**src/rtl/lcdpm_defines.vh**
```
// Constants for the LCD pixel map and waveform generator.
// Assumes a 32-bit Avalon-MM register bus with byte addresses.
`ifndef LCDPM_DEFINES_VH
`define LCDPM_DEFINES_VH

// =====================================================================
// Register byte offsets
`define LCDPM_OFF_PIX0 8'h00
`define LCDPM_OFF_PIX11 8'h2c
`define LCDPM_OFF_CTRL 8'h30
`define LCDPM_OFF_STAT 8'h34
`define LCDPM_OFF_INT_STAT 8'h38
`define LCDPM_OFF_INT_CLR 8'h3c
`define LCDPM_OFF_INT_EN 8'h40
`define LCDPM_NUM_PIX 12

// =====================================================================
// Control register fields
`define LCDPM_CTRL_EN 0
`define LCDPM_CTRL_WFT 1
`define LCDPM_CTRL_MUX_LO 2
`define LCDPM_CTRL_MUX_HI 3
`define LCDPM_CTRL_SLP 4
`define LCDPM_CTRL_SRC_LO 5
`define LCDPM_CTRL_SRC_HI 6
`define LCDPM_CTRL_PRE_LO 8
`define LCDPM_CTRL_PRE_HI 11
`define LCDPM_CTRL_RST 12'h000
`define LCDPM_CTRL_MASK 12'hf7f

// Clock source codes
`define LCDPM_SRC_DIV256 2'h0
`define LCDPM_SRC_SLOW_A 2'h1

// Status register fields
`define LCDPM_STAT_ACTIVE 0
`define LCDPM_STAT_WRITE_ERROR_FLAG 1

// Interrupt bits
`define LCDPM_IRQ_SHUT 0
`define LCDPM_IRQ_FRAME 1
`define LCDPM_IRQ_WRITE_ERROR_FLAG 2

// Divider terminal count for the system clock / 256 source
`define LCDPM_DIV_LAST 8'hff

// =====================================================================
// Drive levels on a 1/3 bias ladder, V0 lowest
`define LCDPM_V0 2'h0
`define LCDPM_V1 2'h1
`define LCDPM_V2 2'h2
`define LCDPM_V3 2'h3

`endif

```
**src/rtl/lcdpm_top.v**
```verilog
// Top of the LCD pixel map and waveform generator: register file on an
// Avalon-MM slave, enable and shutdown sequencing, interrupts and pins.
// Assumes slow LCD clocks arrive as one-cycle ticks on core_clk_i and
// that sleep_i is a synchronous level from the power controller.
//
// Operation
// RULE1: Pixel for column n, common c is pixel register 3c+n/8, bit n%8.
// RULE2: Each pixel sees zero DC and a dark or clear RMS level.
// RULE3: Backplanes mark their common slot; columns carry that slot's data.
// RULE4: Type-A inverts drive phase inside every common slot.
// RULE5: Type-B inverts drive phase only at frame boundaries.
// RULE6: With the system clock/256 source, sleep stops the module at once.
// RULE7: Software sleeps with stop-in-sleep only when pixel DC is zero.
// RULE8: Interrupt when the module goes from active to inactive.
// RULE9: Frame interrupt marks frame boundaries in Type-B drive.
// RULE10: Waveform select clear gives Type-A, set gives Type-B.
// RULE11: No frame interrupt in Type-A or in static Type-B.
// RULE12: Pixel write while writes are closed in Type-B: flag, discard.
// RULE13: Enable cleared: finish frame, clear active, raise shutdown irq.
// RULE14: Slots per frame follow multiplex; Type-B polarity toggles per frame.
//
// The register offsets and the Avalon-MM slave port were chosen for this implementation.
`timescale 1ns/1ps
`include "lcdpm_defines.vh"

module lcdpm_top (
  input wire core_clk_i,
  input wire rstn_i,
  // Avalon-MM slave
  input wire [7:0] avs_address_i,
  input wire avs_read_i,
  input wire avs_write_i,
  input wire [31:0] avs_writedata_i,
  output reg [31:0] avs_readdata_o,
  output reg avs_waitrequest_o,
  // Slow LCD clock ticks and power state
  input wire slow_tick_a_i,
  input wire slow_tick_b_i,
  input wire sleep_i,
  // Panel pins and interrupt
  output wire [7:0] backplane_drive_o,
  output wire [47:0] pixel_column_drive_o,
  output reg irq_o
);

  // =====================================================================
  // Declarations
  reg [7:0] pix_q [0:11];
  reg [11:0] ctrl_q;
  reg active_q;
  reg pol_q;
  reg wr_open_q;
  reg [2:0] ist_q;
  reg [2:0] ien_q;
  reg [7:0] div_q;
  reg [31:0] rdata_d;
  reg [2:0] ist_d;
  reg tick;

  wire [95:0] pix_flat;
  wire module_enable_bit;
  wire waveform_type_select;
  wire [1:0] multiplex_select;
  wire stop_in_sleep_select;
  wire [1:0] clk_src;
  wire [3:0] prescale;
  wire halted;
  wire run;
  wire phase;
  wire [1:0] slot;
  wire half;
  wire slot_end;
  wire frame_end;
  wire acc;
  wire wr_acc;
  wire [5:0] widx;
  wire pix_hit;
  wire wr_pix;
  wire wr_block;
  wire frame_irq;
  wire shut_evt;
  wire write_error_flag_evt;

  // Control fields
  assign module_enable_bit = ctrl_q[`LCDPM_CTRL_EN];
  assign waveform_type_select = ctrl_q[`LCDPM_CTRL_WFT];
  assign multiplex_select = ctrl_q[`LCDPM_CTRL_MUX_HI:`LCDPM_CTRL_MUX_LO];
  assign stop_in_sleep_select = ctrl_q[`LCDPM_CTRL_SLP];
  assign clk_src = ctrl_q[`LCDPM_CTRL_SRC_HI:`LCDPM_CTRL_SRC_LO];
  assign prescale = ctrl_q[`LCDPM_CTRL_PRE_HI:`LCDPM_CTRL_PRE_LO];

  // =====================================================================
  // Bus decode
  // A request is served on the edge at which waitrequest reads low, so
  // every access costs exactly one wait cycle.
  assign acc = (avs_read_i | avs_write_i) & ~avs_waitrequest_o;
  assign wr_acc = avs_write_i & ~avs_waitrequest_o;
  assign widx = avs_address_i[7:2];
  assign pix_hit = (widx < `LCDPM_NUM_PIX);
  assign wr_pix = wr_acc & pix_hit;

  // RULE12: write window
  // Type-B multiplexed drive needs pixel data steady across the frame
  // pair, so writes land only in the window after a frame interrupt.
  assign wr_block = active_q & waveform_type_select &
                    (multiplex_select != 2'h0) & ~wr_open_q;
  assign write_error_flag_evt = wr_pix & wr_block;

  // Waitrequest: high at rest, low for one cycle per request
  always @(posedge core_clk_i or negedge rstn_i)
  begin
    if (!rstn_i)
      avs_waitrequest_o <= 1'b1;
    else
      avs_waitrequest_o <= ~((avs_read_i | avs_write_i) &
                             avs_waitrequest_o);
  end

  // =====================================================================
  // Pixel data registers
  // RULE1: flat pixel map
  // Word k of the array sits at bits 8k, so common c, column n lands
  // at bit 24c + n of the flat vector.
  genvar g;
  generate
    for (g = 0; g < `LCDPM_NUM_PIX; g = g + 1)
    begin : g_pix
      assign pix_flat[8*g+7:8*g] = pix_q[g];

      always @(posedge core_clk_i or negedge rstn_i)
      begin
        if (!rstn_i)
          pix_q[g] <= 8'h00;
        // RULE12: discard blocked
        else if (wr_pix && !wr_block && widx == g)
          pix_q[g] <= avs_writedata_i[7:0];
      end
    end
  endgenerate

  // =====================================================================
  // Control and interrupt enable registers
  always @(posedge core_clk_i or negedge rstn_i)
  begin
    if (!rstn_i)
    begin
      ctrl_q <= `LCDPM_CTRL_RST;
      ien_q <= 3'h0;
    end
    else if (wr_acc)
    begin
      if (avs_address_i == `LCDPM_OFF_CTRL)
        ctrl_q <= avs_writedata_i[11:0] & `LCDPM_CTRL_MASK;
      if (avs_address_i == `LCDPM_OFF_INT_EN)
        ien_q <= avs_writedata_i[2:0];
    end
  end

  // =====================================================================
  // LCD clock source
  // The /256 divider free-runs; slow sources come in as ready ticks.
  always @(posedge core_clk_i or negedge rstn_i)
  begin
    if (!rstn_i)
      div_q <= 8'h00;
    else
      div_q <= div_q + 8'h01;
  end

  always @*
  begin
    case (clk_src)
      `LCDPM_SRC_DIV256: tick = (div_q == `LCDPM_DIV_LAST);
      `LCDPM_SRC_SLOW_A: tick = slow_tick_a_i;
      default: tick = slow_tick_b_i;
    endcase
  end

  // RULE6: sleep stop
  // The /256 source dies with the core clock in sleep, so that source
  // stops regardless of stop_in_sleep_select. Software must only sleep
  // when pixel DC is balanced; the block cannot fix this afterwards.
  // RULE7: relies on software
  assign halted = sleep_i &
                  (stop_in_sleep_select || clk_src == `LCDPM_SRC_DIV256);
  assign run = active_q & ~halted;

  // =====================================================================
  // Slot sequencer
  lcdpm_timing u_timing (
    .core_clk_i (core_clk_i),
    .rstn_i (rstn_i),
    .run_i (run),
    .tick_i (tick),
    .wft_i (waveform_type_select),
    .mux_i (multiplex_select),
    .pre_i (prescale),
    .slot_o (slot),
    .half_o (half),
    .slot_end_o (slot_end),
    .frame_end_o (frame_end)
  );

  // =====================================================================
  // Drive phase
  // RULE10: type select
  // RULE4: in-slot inversion
  // RULE5: per-frame inversion
  assign phase = waveform_type_select ? pol_q : half;

  // RULE14: frame polarity
  always @(posedge core_clk_i or negedge rstn_i)
  begin
    if (!rstn_i)
      pol_q <= 1'b0;
    else if (!active_q)
      pol_q <= 1'b0;
    else if (frame_end && waveform_type_select)
      pol_q <= ~pol_q;
  end

  // =====================================================================
  // Enable and shutdown sequencing
  // RULE13: finish frame
  // Disabling mid-frame would leave DC on the glass, so the module runs
  // to the frame boundary before it drops active.
  assign shut_evt = active_q & ~module_enable_bit & frame_end;

  always @(posedge core_clk_i or negedge rstn_i)
  begin
    if (!rstn_i)
      active_q <= 1'b0;
    else if (!active_q && module_enable_bit)
      active_q <= 1'b1;
    else if (shut_evt)
      active_q <= 1'b0;
  end

  // =====================================================================
  // Frame interrupt and write window
  // RULE9: frame event
  // RULE11: suppressed cases
  assign frame_irq = frame_end & waveform_type_select &
                     (multiplex_select != 2'h0);

  // The window opens on the frame interrupt and closes at the end of
  // the first slot of the next frame.
  always @(posedge core_clk_i or negedge rstn_i)
  begin
    if (!rstn_i)
      wr_open_q <= 1'b0;
    else if (frame_irq)
      wr_open_q <= 1'b1;
    else if (slot_end || !active_q)
      wr_open_q <= 1'b0;
  end

  // =====================================================================
  // Interrupt status
  // A new event in the cycle of a clear keeps its bit set.
  always @*
  begin
    ist_d = ist_q;
    if (wr_acc && avs_address_i == `LCDPM_OFF_INT_CLR)
      ist_d = ist_q & ~avs_writedata_i[2:0];
    // RULE8: shutdown event
    if (shut_evt)
      ist_d[`LCDPM_IRQ_SHUT] = 1'b1;
    if (frame_irq)
      ist_d[`LCDPM_IRQ_FRAME] = 1'b1;
    // RULE12: error flag
    if (write_error_flag_evt)
      ist_d[`LCDPM_IRQ_WRITE_ERROR_FLAG] = 1'b1;
  end

  always @(posedge core_clk_i or negedge rstn_i)
  begin
    if (!rstn_i)
    begin
      ist_q <= 3'h0;
      irq_o <= 1'b0;
    end
    else
    begin
      ist_q <= ist_d;
      irq_o <= |(ist_d & ien_q);
    end
  end

  // =====================================================================
  // Read data
  // Captured on the cycle before the serving edge so it stands there.
  always @*
  begin
    rdata_d = 32'h0000_0000;
    if (pix_hit)
      rdata_d = {24'h000000, pix_q[widx[3:0]]};
    else
    begin
      case (avs_address_i)
        `LCDPM_OFF_CTRL: rdata_d = {20'h00000, ctrl_q};
        `LCDPM_OFF_STAT:
          rdata_d = {30'h0, ist_q[`LCDPM_IRQ_WRITE_ERROR_FLAG], active_q};
        `LCDPM_OFF_INT_STAT: rdata_d = {29'h0, ist_q};
        `LCDPM_OFF_INT_EN: rdata_d = {29'h0, ien_q};
        default: rdata_d = 32'h0000_0000;
      endcase
    end
  end

  always @(posedge core_clk_i or negedge rstn_i)
  begin
    if (!rstn_i)
      avs_readdata_o <= 32'h0000_0000;
    else if (avs_read_i && avs_waitrequest_o)
      avs_readdata_o <= rdata_d;
  end

  // =====================================================================
  // Waveform mapping and pin registers
  // RULE2: zero-DC levels
  // RULE3: slot drive
  lcdpm_drive u_drive (
    .core_clk_i (core_clk_i),
    .rstn_i (rstn_i),
    .run_i (run),
    .phase_i (phase),
    .mux_i (multiplex_select),
    .slot_i (slot),
    .pix_i (pix_flat),
    .backplane_drive_o (backplane_drive_o),
    .pixel_column_drive_o (pixel_column_drive_o)
  );

endmodule

```
**src/rtl/lcdpm_timing.v**
```verilog
// Slot and frame sequencer for the LCD waveform generator.
// Assumes tick_i is a one-cycle pulse of the selected slow LCD clock.
`timescale 1ns/1ps
`include "lcdpm_defines.vh"

module lcdpm_timing (
  input wire core_clk_i,
  input wire rstn_i,
  input wire run_i,
  input wire tick_i,
  input wire wft_i,
  input wire [1:0] mux_i,
  input wire [3:0] pre_i,
  output wire [1:0] slot_o,
  output wire half_o,
  output wire slot_end_o,
  output wire frame_end_o
);

  reg [3:0] cnt_q;
  reg half_q;
  reg [1:0] slot_q;
  wire step_end;

  // Each step lasts prescale + 1 ticks of the LCD clock
  assign step_end = run_i & tick_i & (cnt_q == pre_i);
  // Type-A slots hold two phase halves, Type-B slots only one
  assign slot_end_o = step_end & (wft_i | half_q);
  assign frame_end_o = slot_end_o & (slot_q == mux_i);
  assign slot_o = slot_q;
  assign half_o = half_q;

  // =====================================================================
  // Counters; cleared while stopped so a restart begins at common 0
  always @(posedge core_clk_i or negedge rstn_i)
  begin
    if (!rstn_i)
    begin
      cnt_q <= 4'h0;
      half_q <= 1'b0;
      slot_q <= 2'h0;
    end
    else if (!run_i)
    begin
      cnt_q <= 4'h0;
      half_q <= 1'b0;
      slot_q <= 2'h0;
    end
    else if (tick_i)
    begin
      cnt_q <= step_end ? 4'h0 : cnt_q + 4'h1;
      if (step_end)
        half_q <= wft_i ? 1'b0 : ~half_q;
      // RULE14: slot count
      if (frame_end_o)
        slot_q <= 2'h0;
      else if (slot_end_o)
        slot_q <= slot_q + 2'h1;
    end
  end

endmodule

```
**src/rtl/lcdpm_drive.v**
```verilog
// Maps pixel bits onto backplane and column drive levels.
// Assumes levels are codes for a 1/3 bias ladder outside this block.
`timescale 1ns/1ps
`include "lcdpm_defines.vh"

module lcdpm_drive (
  input wire core_clk_i,
  input wire rstn_i,
  input wire run_i,
  input wire phase_i,
  input wire [1:0] mux_i,
  input wire [1:0] slot_i,
  input wire [95:0] pix_i,
  output reg [7:0] backplane_drive_o,
  output reg [47:0] pixel_column_drive_o
);

  reg [23:0] row;
  wire [7:0] com_d;
  wire [47:0] seg_d;
  wire stat;

  assign stat = (mux_i == 2'h0);

  // RULE1: row pick
  always @*
  begin
    case (slot_i)
      2'h0: row = pix_i[23:0];
      2'h1: row = pix_i[47:24];
      2'h2: row = pix_i[71:48];
      2'h3: row = pix_i[95:72];
      default: row = 24'h000000;
    endcase
  end

  // =====================================================================
  // Levels per common and per column
  genvar g;
  generate
    for (g = 0; g < 24; g = g + 1)
    begin : g_lvl
      // RULE2: two RMS levels
      assign seg_d[2*g+1:2*g] = stat ?
        ((row[g] ^ phase_i) ? `LCDPM_V0 : `LCDPM_V3) :
        (row[g] ? (phase_i ? `LCDPM_V3 : `LCDPM_V0) :
                  (phase_i ? `LCDPM_V1 : `LCDPM_V2));
      if (g < 4)
      begin : g_com
        // RULE3: backplane slot mark
        assign com_d[2*g+1:2*g] = (g > mux_i) ? `LCDPM_V0 :
          stat ? (phase_i ? `LCDPM_V3 : `LCDPM_V0) :
          (slot_i == g) ? (phase_i ? `LCDPM_V0 : `LCDPM_V3) :
                          (phase_i ? `LCDPM_V2 : `LCDPM_V1);
      end
    end
  endgenerate

  // Registered pins; stopped module drives the lowest level
  always @(posedge core_clk_i or negedge rstn_i)
  begin
    if (!rstn_i)
    begin
      backplane_drive_o <= 8'h00;
      pixel_column_drive_o <= 48'h0;
    end
    else
    begin
      backplane_drive_o <= run_i ? com_d : 8'h00;
      pixel_column_drive_o <= run_i ? seg_d : 48'h0;
    end
  end

endmodule

```
**config.mk**
```make
export PLATFORM = sky130hd
export DESIGN_NAME = lcdpm_top
export DESIGN_NICKNAME = d
export VERILOG_FILES = /design/src/rtl/lcdpm_top.v /design/src/rtl/lcdpm_timing.v /design/src/rtl/lcdpm_drive.v
export VERILOG_INCLUDE_DIRS = /design/src /design/src/rtl
export SDC_FILE = /design/constraint.sdc
export NUM_CORES = 1
export LEC_CHECK = 0
export BUFFER_PORTS_ARGS = -buffer_cell sky130_fd_sc_hd__buf_2
export CORE_MARGIN = 3
export CORE_UTILIZATION = 57
export DETAILED_ROUTE_END_ITERATION = 7
export PLACE_DENSITY = 0.89
export SYNTH_ARGS = -nofsm -noshare
export SYNTH_HDL_FRONTEND = slang
export SYNTH_SLANG_ARGS = --single-unit
```
**constraint.sdc**
```tcl
create_clock -name core_clk_i -period 3.25 [get_ports core_clk_i]
set_input_delay 0.4875 -clock core_clk_i [delete_from_list [all_inputs] [get_ports core_clk_i]]
set_output_delay 0.4875 -clock core_clk_i [all_outputs]
set_load 0.01 [all_outputs]
```
==> results of run 1 <==
cell usage after synthesis, drive strengths merged, types with 3 or more instances:
library cell and instances:
nand2 26, xnor2 35, a22o 4, or2 4, a31oi 3, buf 45, o21a 3, nor4 21
mux2 110, xor2 5, mux2i 61, nor2b 4, nor2 62, o211ai 8, ha 7, nand3 5
and2 4, inv 32, a222oi 24, a22oi 5, and3 3, clkbuf 27, o21ai 15, o2111ai 3
nand4 5, dfrtp 200, o22ai 4, nand2b 12, mux4 24
stage by stage:
| stage | power [mW] | std cells | util [%] | worst slack (ns) | cell area, µm² |
|---|---|---|---|---|---|
| 6_report | 6.13 | 1122 | 67.7 | 0.813 | 11500 |
| 5_1_grt | 6.33 | 1121 | 67.7 | 0.727 | 11500 |
| 4_1_cts | 6.13 | 1121 | 67.7 | 0.855 | 11500 |
| 3_5_place_dp | 3.78 | 1085 | 63.8 | 0.653 | 10800 |
| 3_3_place_gp | 3.74 | 1085 | 63.8 | 0.711 | 10800 |
| 2_1_floorplan | 3.43 | 810 | - | 1.20 | 10100 |
power groups by stage:
stage               combinational, mW  sequential, mW  clock, mW
detailed placement              0.873            2.91          0
global route                    0.953            2.90       2.48
CTS                             0.886            2.87       2.38
global placement                0.844            2.90          0
floorplan                       0.480            2.95          0
finish                          0.881            2.88       2.37
worst register-to-register path: stages (launching register included):
cell	delay, ns
dfrtp_1	0.44
inv_1	0.14
ha_1	0.67
buf_4	0.27
mux2i_1	0.48
nor2_1	0.11
mux2i_1	0.15
how the worst max path moves through the flow:
stage	from	to	slack [ns]	cells after the start
after global routing	u_timing.slot_o[0]$_DFFE_PN0P_	u_drive.pixel_column_drive_o[14]$_DFF_PN0_	0.73	6
final	u_timing.slot_o[0]$_DFFE_PN0P_	u_drive.pixel_column_drive_o[8]$_DFF_PN0_	0.81	6
after CTS	u_timing.slot_o[0]$_DFFE_PN0P_	u_drive.pixel_column_drive_o[40]$_DFF_PN0_	0.85	6
after floorplan	u_timing.slot_o[0]$_DFFE_PN0P_	u_drive.pixel_column_drive_o[0]$_DFF_PN0_	1.20	7
after detailed placement	avs_address_i[5]	pix_flat[83]$_DFFE_PN0P_	0.65	7
after global placement	avs_address_i[5]	pix_flat[12]$_DFFE_PN0P_	0.71	7
sequential cells by signal (all words and copies together) (netlist names), 3 cells and up:
name and count:
div_q 8, u_timing.cnt_q 4, ien_q 3, ctrl_q 11
u_drive.backplane_drive_o 8, ist_q 3, pix_flat 96, u_drive.pixel_column_drive_o 48
avs_readdata_o 12
cells by family after synthesis:
| kind of cell | after synthesis | share of synthesized area, % |
|---|---|---|
| compound gates | 88 | 7.03 |
| flops | 201 | 50.0 |
| other cells | 1 | 0.0373 |
| simple gates | 155 | 9.83 |
| mux | 195 | 23.8 |
| xor+xnor | 40 | 3.48 |
| buf+inv | 104 | 4.96 |
| fa+ha+maj | 7 | 0.871 |
layer usage:
metal  track usage [%]  up-vias  routed length [µm]
met4              12.4        2                1220
met5                 0        -                  14
met2              45.2      429               13000
met1              34.2     3657                9830
met3              6.17       85                2460
li1                  -     3035                   -
cells in the final DEF (no fill, tap or decap), drive strengths merged, types with 5 or more instances in the layout:
cell type and n:
conb 20, nand3 5, buf 126, xor2 5, nor2 62, ha 7
clkbuf 28, nand2 26, o211ai 8, nand2b 12, mux2 110, a222oi 24
mux4 24, mux2i 61, inv 33, a22oi 5, xnor2 35, nor4 21
nand4 5, o21ai 15, dfrtp 200
final cells by class:
| class | instances | area (µm²) |
|---|---|---|
| Fill cell | 1105 | 5460 |
| Sequential cell | 201 | 5030 |
| Clock inverter | 9 | 81.3 |
| Inverter | 32 | 120 |
| Antenna cell | 1 | 2.50 |
| Tap cell | 220 | 275 |
| Multi-Input combinational cell | 505 | 4610 |
| Timing Repair Buffer | 127 | 759 |
| Clock buffer | 27 | 588 |
==> qor.txt, run 1 <==
Status = finished clean
TritonCTS Buffers = 21
Pre-antenna DRT Iters = 8
Pwr Density = 534 nW/µm²
Routed WL = 26.6 mm
TNS Setup = 0 ns
Largest net degree at the start of global routing = 82
Crit start category = flip-flop
Hold Crit Class = input pin to async pin
Post-CTS Hold Fix Bufs = 0
Core area = 16900 µm²
DRT antenna net count = 0
Internal power = 4.46 mW
R2r setup slk = 0.81 ns
Pins over their slew limit = 0
Unrepaired setup endpoints after global routing = false
I/O Buffers = 96
Nets@finish = 942
Initial antenna violation count = 1
Clock Latency Late Sink = 0.51 ns
Max Cap Viol = 0
EDFF count, synth = 0
F_max = 0.410 GHz
Global-route wire length before repair = 41.7 mm
Row cnt = 47
Worst EP required = 3.58 ns
H-tree depth = 1
Cell Area, Synth = 10100 µm²
Synth Flop Type = dfrtp_1
DP HPWL = 16.9 mm
Buf+Inv Stages, Crit Path = 2
WP data arrival = 2.77 ns
Critical R2R Launch = u_timing.slot_o[0]$_DFFE_PN0P_
Slew headroom = 41.9%
Reg power frac = 47.0%
Setup Skew = 0.0144 ns
Congestion Overflow GR = 0
PostCTS Resize Cnt = 0
Leakage = 5.57 nW
Psw = 1.67 mW
Die height = 139 µm
I/O pins = 137
Drt drc = 0
CTS tree = yes
Worst setup EP type = flip-flop
CP max-delay cell = ha_1
R2R cell count = 6
Post-CTS Setup Inserts = 0
Final worst-path cycle share = 75.0%
VDD IR max = 0.419 mV
Crit-path leading delay family = adder cells
DR vias = 7208
WL/cell = 23.7 µm
Sw Ratio = 27.3%
Full die area = 19300 µm²
Fin crit period = 2.44 ns
Syn Inst Count = 791
Via/cell ratio = 6.42
Final setup viols = 0
Clock power frac = 38.7%
Async SR Flop Fraction = 100%
Synth warnings = 0
Crit path largest cell delay = 0.67 ns
Flops & latches, synth = 201
Kind of critical path = flip-flop to flip-flop
Clock slew at reported path FFs = 0.06 ns
Initial Utilization = 59.4%
Crit-path most repeated cell = mux2i_1
Synth top area cells = dfrtp_1 (50%), mux2_2 (12%), mux2i_1 (6.1%)
Syn avg cell area = 12.7 µm²
CTS root buf = clkbuf_16
Area Growth Syn to Fin = 14.1%
Vias in the first global route = 7433
WHS = 0.0327 ns
Longest Clk Path Bufs = 3
Final Hold Viols = 0
Yosys cell types = 61
Comb power frac = 14.4%
Cell taking the most area after synthesis = dfrtp_1
Die extent in x = 139 µm
Yosys top cell area share = 49.8%
Initial drt markers = 726
Slew @ Worst Pin = 0.872 ns
Layout cells sized above 1 = 35.1%
Clock Sinks = 201
Max Fanout on Critical Path = 11
Gp weighted congestion = 0.887
Sequential fraction of the synthesis area = 50.0%
GRT Overall Usage = 27.2%
Critical path, cell by cell = inv_1 > ha_1 > buf_4 > mux2i_1 > nor2_1 > mux2i_1
R2R Path End = u_drive.pixel_column_drive_o[8]$_DFF_PN0_
No activity file was read; power rests on OpenSTA's default activity.
==> run 2, diff against run 1 <==
--- a/config.mk
+++ b/config.mk
@@ -6,11 +6,12 @@
 export SDC_FILE = /design/constraint.sdc
 export NUM_CORES = 1
 export LEC_CHECK = 0
+export ABC_AREA = 1
 export BUFFER_PORTS_ARGS = -buffer_cell sky130_fd_sc_hd__buf_2
 export CORE_MARGIN = 3
-export CORE_UTILIZATION = 57
+export CORE_UTILIZATION = 52
 export DETAILED_ROUTE_END_ITERATION = 7
-export PLACE_DENSITY = 0.89
+export PLACE_DENSITY = 0.86
 export SYNTH_ARGS = -nofsm -noshare
 export SYNTH_HDL_FRONTEND = slang
 export SYNTH_SLANG_ARGS = --single-unit
==> constraint.sdc (replaced) <==
create_clock -name core_clk_i -period 2.1 [get_ports core_clk_i]
set_input_delay 0.315 -clock core_clk_i [delete_from_list [all_inputs] [get_ports core_clk_i]]
set_output_delay 0.315 -clock core_clk_i [all_outputs]
set_load 0.01 [all_outputs]
==> run 2 against run 1 <==
Design area is 3.5% lower; area after synthesis is 5.1% lower; via count is 16% higher; hold slack better by 0.042 ns; worst setup slack worse by 0.80 ns; power is 47% higher; clock-buffer cell count is 4 lower; utilization is 5.0 points lower; register-to-register slack worse by 0.80 ns; clock power is 64% higher; largest power group unchanged.
==> qor.txt, run 2 <==
Clock Sinks = 201 (unchanged)
Slew @ Worst Pin = 0.639 ns (-0.233 ns)
DP HPWL = 17.9 mm (+5.9%)
Yosys top cell area share = 52.4% (+2.7 points)
Max Cap Viol = 0 (unchanged)
H-tree depth = 1 (unchanged)
Yosys cell types = 42 (-31%)
Initial drt markers = 1032 (+42%)
Synth Flop Type = dfrtp_1
EDFF count, synth = 0 (unchanged)
Psw = 2.25 mW (+35%)
M2 GR Usage = 42.3% (-2.9 points)
Synth warnings = 0 (unchanged)
TritonCTS Buffers = 20 (-4.8%)
Unrepaired setup endpoints after global routing = true
Met3 usage = 5.93% (-0.24 points)
Initial Utilization = 54.1% (-5.3 points)
Kind of critical path = flip-flop to flip-flop
Area after DPL = 10200 µm² (-5.1%)
Async SR Flop Fraction = 100% (unchanged)
Die extent in x = 142 µm (+1.9%)
TNS Setup = 0 ns (unchanged)
PnR Total Power = 8.99 mW (+47%)
Final setup viols = 0 (unchanged)
Routed WL = 25.7 mm (-3.1%)
Global-route wire length before repair = 41.8 mm (+0.43%)
Drt drc = 0 (unchanged)
Status = finished clean
Area Growth Syn to Fin = 15.9%
Congestion Overflow GR = 0 (unchanged)
Max Fanout on Critical Path = 6 (-5)
Pwr Density = 812 nW/µm² (+52%)
I/O pins = 137 (unchanged)
Clock slew at reported path FFs = 0.07 ns (about the same)
I/O Buffers = 96 (unchanged)
Slew headroom = 57.3% (+15 points)
Via/cell ratio = 5.79 (-9.9%)
Commonest non-fill, non-tap cells in the layout = nand2_1 (306), dfrtp_1 (200), o21ai_0 (120)
Syn Inst Count = 1107 (+40%)
Clock power frac = 43.3% (+4.6 points)
Synth top cells by count = nand2_1 (306), dfrtp_1 (200), o21ai_0 (125)
Pre-antenna DRT Iters = 7 (-1)
Worst EP required = 2.49 ns (-1.09 ns)
WL/cell = 17.7 µm (-25%)
DRT antenna net count = 0 (unchanged)
Routing usage on met1 = 33.1% (-1.1 points)
Final worst-path cycle share = 99.6% (+25 points)
Clock Latency Late Sink = 0.50 ns (about the same)
WHS = 0.0748 ns (+0.0421 ns)
WP data arrival = 2.49 ns (-0.28 ns)
Sw Ratio = 25.1% (-2.2 points)
Reg power frac = 47.1% (about the same)
VDD IR max = 0.730 mV (+74%)
Largest net degree at the start of global routing = 61 (-26%)
Synth top area cells = dfrtp_1 (52%), nand2_1 (12%), o21ai_0 (6.6%)
Vias in the first global route = 8178 (+10%)
Flops & latches, synth = 201 (unchanged)
CTS tree = yes
Pins over their slew limit = 0 (unchanged)
Die height = 142 µm (+1.9%)
Cell taking the most area after synthesis = dfrtp_1
Cell Area, Synth = 9550 µm² (-5.1%)
Most common cell after layout, fill and taps aside = nand2_1
F_max = 0.478 GHz (+17%)
Core area = 17700 µm² (+4.3%)
Leakage = 5.27 nW (-5.3%)
Final Hold Viols = 0 (unchanged)
Full die area = 20000 µm² (+3.9%)
GR peak layer = met2
Setup Skew = 0.0204 ns (+0.00609 ns)
Crit start category = flip-flop
Syn avg cell area = 8.63 µm² (-32%)
Row cnt = 48 (+2.1%)
Gp weighted congestion = 0.950 (+7.1%)
GRT Overall Usage = 25.6% (-1.6 points)
Worst setup EP type = flip-flop
Hold Crit Class = input pin to flip-flop
Number of diodes = 0 (-1)
Fin area = 11100 µm² (-3.5%)
CTS root buf = clkbuf_16
DR vias = 8392 (+16%)
Final core utilization = 62.7% (-5.0 points)
Max FFs per register = 96 (unchanged)
Initial antenna violation count = 1 (unchanged)
Internal power = 6.73 mW (+51%)
Layout cells sized above 1 = 16.8% (-18 points)
Fin crit period = 2.09 ns (-0.345 ns)
Nets@finish = 1265 (+34%)
Most frequent cell after synthesis = nand2_1
Sequential fraction of the synthesis area = 52.7% (+2.7 points)
Comb power frac = 9.6% (-4.8 points)
Longest Clk Path Bufs = 3 (unchanged)
[run 2: changes by cell type in the layout (fill, tap and decap cells not counted), sizes merged, moves of 26 or more]
cell   previous run  this run
inv              33        95
nand2            26       312
o21ai            15       151
xor2              5        31
a22oi             5        41
xnor2            35         5
a21oi             1        46
mux2i            61         0
mux2            110         0
[run 2: final cells by class]
type,count,area [µm²]
inverter,97,374
clock buffer,23,543
clock inverter,13,174
sequential,201,5030
fill,1382,6590
tap,225,282
multi-input combinational,752,3800
timing repair buffer,139,867
[run 2: worst paths after layout]
kind,to,start,slack (ns),depth (start not counted)
worst max-delay path,u_drive.pixel_column_drive_o[2]$_DFF_PN0_,u_timing.slot_o[1]$_DFFE_PN0P_,0.008,9
min in group asynchronous,irq_o$_DFF_PN0_,rstn_i,0.38,2
worst max register to register,u_drive.pixel_column_drive_o[2]$_DFF_PN0_,u_timing.slot_o[1]$_DFFE_PN0P_,0.008,9
worst min-delay path,ctrl_q[11]$_DFFE_PN0P_,avs_writedata_i[11],0.07,3
worst min register to register,avs_readdata_o[8]$_DFFE_PN0P_,avs_readdata_o[8]$_DFFE_PN0P_,0.48,2
max in group asynchronous,ctrl_q[3]$_DFFE_PN0P_,rstn_i,1.01,3
[run 2: power by group through the flow]
| stage | Combinational (mW) | Sequential (mW) | Clock (mW) |
|---|---|---|---|
| floorplan | 0.460 | 4.31 | 0 |
| global placement | 0.802 | 4.29 | 0 |
| detailed placement | 0.835 | 4.30 | 0 |
| CTS | 0.848 | 4.23 | 3.92 |
| global route | 0.960 | 4.25 | 4.08 |
| finish | 0.858 | 4.24 | 3.89 |
[run 2: what timing repair did]
action                                  CTS  global route
hold buffers                              3             0
resized for setup                         0            14
setup buffers                             0             6
hold endpoints to repair                 56             0
endpoints found under the setup margin    0            18
[run 2: kinds of logic after synthesis]
family                   count (synthesis)  share of synthesized area (%)
AND/OR/NAND/NOR                        420                           18.1
AO/OA/AOI/OAI                          269                           16.4
flip-flops                             201                           52.7
buffers and inverters                  173                           8.54
XOR/XNOR                                36                           3.30
adder cells (fa/ha/maj)                  7                          0.917
other                                    1                         0.0393
[run 2: critical path, stage by stage, from the launching register on]
cell and delay [ns]:
dfrtp_1 0.44, inv_1 0.14, ha_2 0.24, clkinvlp_4 0.20, clkbuf_2 0.22, o21ai_0 0.36, xor2_1 0.22, nand2_1 0.07
nand2_1 0.06, inv_1 0.04
[run 2: layer usage]
metal | vias up | part of all wire [%]
met4 | 2 | 4.0
met5 | - | 0.027
li1 | 3796 | -
met1 | 3978 | 39
met3 | 98 | 10
met2 | 518 | 47
[run 2: per-stage QoR]
step | cells | setup WS [ns]
global placement | 1405 | 0.186
detailed placement | 1405 | 0.102
global route | 1450 | -0.0807
CTS | 1444 | 0.00122
floorplan | 1126 | 0.351
finish | 1450 | 0.00835
==> run 3, diff against run 2 <==
--- a/config.mk
+++ b/config.mk
@@ -8,10 +8,11 @@
 export LEC_CHECK = 0
 export ABC_AREA = 1
 export BUFFER_PORTS_ARGS = -buffer_cell sky130_fd_sc_hd__buf_2
-export CORE_MARGIN = 3
+export CORE_MARGIN = 2
 export CORE_UTILIZATION = 52
 export DETAILED_ROUTE_END_ITERATION = 7
 export PLACE_DENSITY = 0.86
+export SLEW_MARGIN = 0
 export SYNTH_ARGS = -nofsm -noshare
 export SYNTH_HDL_FRONTEND = slang
 export SYNTH_SLANG_ARGS = --single-unit
==> constraint.sdc (replaced) <==
create_clock -name core_clk_i -period 1.89 [get_ports core_clk_i]
set_input_delay 0.2835 -clock core_clk_i [delete_from_list [all_inputs] [get_ports core_clk_i]]
set_output_delay 0.2835 -clock core_clk_i [all_outputs]
set_load 0.01 [all_outputs]
==> run 3 against run 2 <==
The run now ends with setup timing left; sequential power grew 11%; combinational power grew 20%; power grew 8.6%; critical endpoint is now u_drive.pixel_column_drive_o[36]$_DFF_PN0_; largest cell class unchanged.
==> qor.txt, run 3 (same netlist as run 2, synthesis figures left out) <==
Area Growth Syn to Fin = 22.4%
Largest net degree at the start of global routing = 63 (+3.3%)
Vias in the first global route = 8288 (+1.3%)
Max FFs per register = 96 (unchanged)
Setup Skew = 0.0129 ns (-0.00753 ns)
Clock Latency Late Sink = 0.50 ns (about the same)
DRT antenna net count = 0 (unchanged)
WHS Endpoint = ctrl_q[10]$_DFFE_PN0P_
TNS Setup = -0.967 ns (-0.967 ns)
Routed WL = 28.3 mm (+10%)
Die height = 140 µm (-1.4%)
H-tree depth = 1 (unchanged)
Place WS = -0.0745 ns (-0.177 ns)
Longest Clk Path Bufs = 3 (unchanged)
TritonCTS Buffers = 20 (unchanged)
Commonest non-fill, non-tap cells in the layout = nand2_1 (303), dfrtp_1 (199), o21ai_0 (101)
Worst setup EP type = flip-flop
Initial antenna violation count = 0 (-1)
Via/cell ratio = 5.85 (+1.1%)
Fin crit period = 2.12 ns (+0.0259 ns)
CTS tree = yes
Critical R2R Launch = u_timing.slot_o[0]$_DFFE_PN0P_
Gp weighted congestion = 0.944 (-0.61%)
Post-Layout Cell Count = 1483 (+2.3%)
Clock Sinks = 201 (unchanged)
Unrepaired setup endpoints after global routing = true
Pre-antenna DRT Iters = 8 (+1)
Drt drc = 0 (unchanged)
Failing checks = setup timing
Slew @ Worst Pin = 0.593 ns (-0.0456 ns)
Final setup viols = 13 (+13)
WL/cell = 19.1 µm (+7.5%)
R2R Path End = u_drive.pixel_column_drive_o[36]$_DFF_PN0_
I/O pins = 137 (unchanged)
Leakage = 5.51 nW (+4.5%)
Final Hold Viols = 0 (unchanged)
Placed cell count = 1428 (+1.6%)
F_max = 0.472 GHz (-1.2%)
Global-route wire length before repair = 43.1 mm (+2.9%)
GRT Overall Usage = 27.4% (+1.8 points)
Pins over their slew limit = 0 (unchanged)
Congestion Overflow GR = 0 (unchanged)
CTS root buf = clkbuf_16
Row cnt = 49 (+2.1%)
# fillers = 1248 (-9.7%)
Post-route setup slack = -0.228 ns (-0.236 ns)
Most common cell after layout, fill and taps aside = nand2_1
R2r setup slk = -0.23 ns (-0.24 ns)
Worst EP required = 2.28 ns (-0.21 ns)
Full die area = 19500 µm² (-2.8%)
Hold Crit Class = input pin to flip-flop
DP HPWL = 18.4 mm (+3.2%)
Number of diodes = 0 (unchanged)
Final worst-path cycle share = 112% (+12 points)
Max Fanout on Critical Path = 17 (+11)
Pwr Density = 836 nW/µm² (+2.9%)
Max Cap Viol = 0 (unchanged)
Initial drt markers = 996 (-3.5%)
Layout cells sized above 1 = 21.5% (+4.7 points)
I/O Buffers = 96 (unchanged)
R2R cell count = 11 (+2)
Core area = 18000 µm² (+1.7%)
Die extent in x = 140 µm (-1.4%)
Clock slew at reported path FFs = 0.07 ns (about the same)
Nets@finish = 1296 (+2.5%)
Initial Utilization = 53.2% (-0.92 points)
Status = finished with violations
Crit start category = flip-flop
DR vias = 8674 (+3.4%)
WP data arrival = 2.50 ns (about the same)
Hold path cells = 3 (unchanged)
VDD IR max = 0.863 mV (+18%)
Worst Hold Launch = avs_writedata_i[10]
Slew headroom = 60.4% (+3.1 points)
Kind of critical path = flip-flop to flip-flop
run 3: metal layers:
metal	up-vias	global-route usage, %	wire length [µm]	part of all wire (%)
met5	-	0	0	0
met4	0	12.0	1310	4.6
li1	3860	-	-	-
met3	128	5.95	3130	11
met1	4074	34.5	10100	36
met2	612	45.8	13700	48
run 3: what timing repair did:
action,CTS,global route
hold buffers,3,0
gates cloned,2,1
pin swaps,4,14
gates resized for setup,28,62
setup endpoints to repair,22,50
buffers inserted,1,14
endpoints found under the hold margin,57,0
run 3: final cells by class:
class / instances / area (µm²) / share of cell area, %
Multi-Input combinational cell: 753 / 4030 / 34.5
Sequential cell: 201 / 5030 / 43.1
Inverter: 97 / 370 / 3.17
Timing Repair Buffer: 169 / 1310 / 11.2
Clock buffer: 30 / 609 / 5.22
Clock inverter: 4 / 47.5 / 0.407
Tap cell: 229 / 287 / 2.45
run 3: worst max-delay path by stage:
stage                                   start                                         end  slack, ns  cells past startpoint
2_1_floorplan  u_timing.slot_o[0]$_DFFE_PN0P_  u_drive.pixel_column_drive_o[10]$_DFF_PN0_       0.14                     11
3_3_place_gp   u_timing.slot_o[0]$_DFFE_PN0P_   u_drive.pixel_column_drive_o[4]$_DFF_PN0_       0.01                     11
3_5_place_dp   u_timing.slot_o[1]$_DFFE_PN0P_  u_drive.pixel_column_drive_o[24]$_DFF_PN0_      -0.07                      9
4_1_cts        u_timing.slot_o[1]$_DFFE_PN0P_  u_drive.pixel_column_drive_o[16]$_DFF_PN0_      -0.02                     10
5_1_grt        u_timing.slot_o[0]$_DFFE_PN0P_  u_drive.pixel_column_drive_o[36]$_DFF_PN0_      -0.25                     11
6_report       u_timing.slot_o[0]$_DFFE_PN0P_  u_drive.pixel_column_drive_o[36]$_DFF_PN0_      -0.23                     11
run 3: power by group:
part	internal [mW]	leakage [nW]	total, mW	switching, mW
Clock	2.36	0.322	4.00	1.65
Combinational	0.359	2.55	1.03	0.674
Sequential	4.55	2.63	4.72	0.177
Total	7.26	5.51	9.76	2.50
run 3: worst max-delay path: stages, from the launching register on:
cell and delay [ns]:
dfrtp_1 0.37, inv_1 0.14, ha_4 0.21, buf_12 0.15
buf_4 0.14, a21oi_2 0.09, o211ai_1 0.16, o21ai_1 0.22
xor2_1 0.30, nand2_1 0.09, nand2_1 0.08, inv_1 0.04
run 3: metrics by stage:
stage	instance area [µm²]	hold slack [ns]	utilization [%]	total power, mW
after floorplan	9620	-0.0121	-	5.30
after global placement	10500	0.301	58.7	5.68
after detailed placement	10500	0.310	58.7	5.73
after CTS	11400	0.0287	63.2	9.69
after global routing	11700	0.0404	65.0	10.1
final	11700	0.0357	65.0	9.76
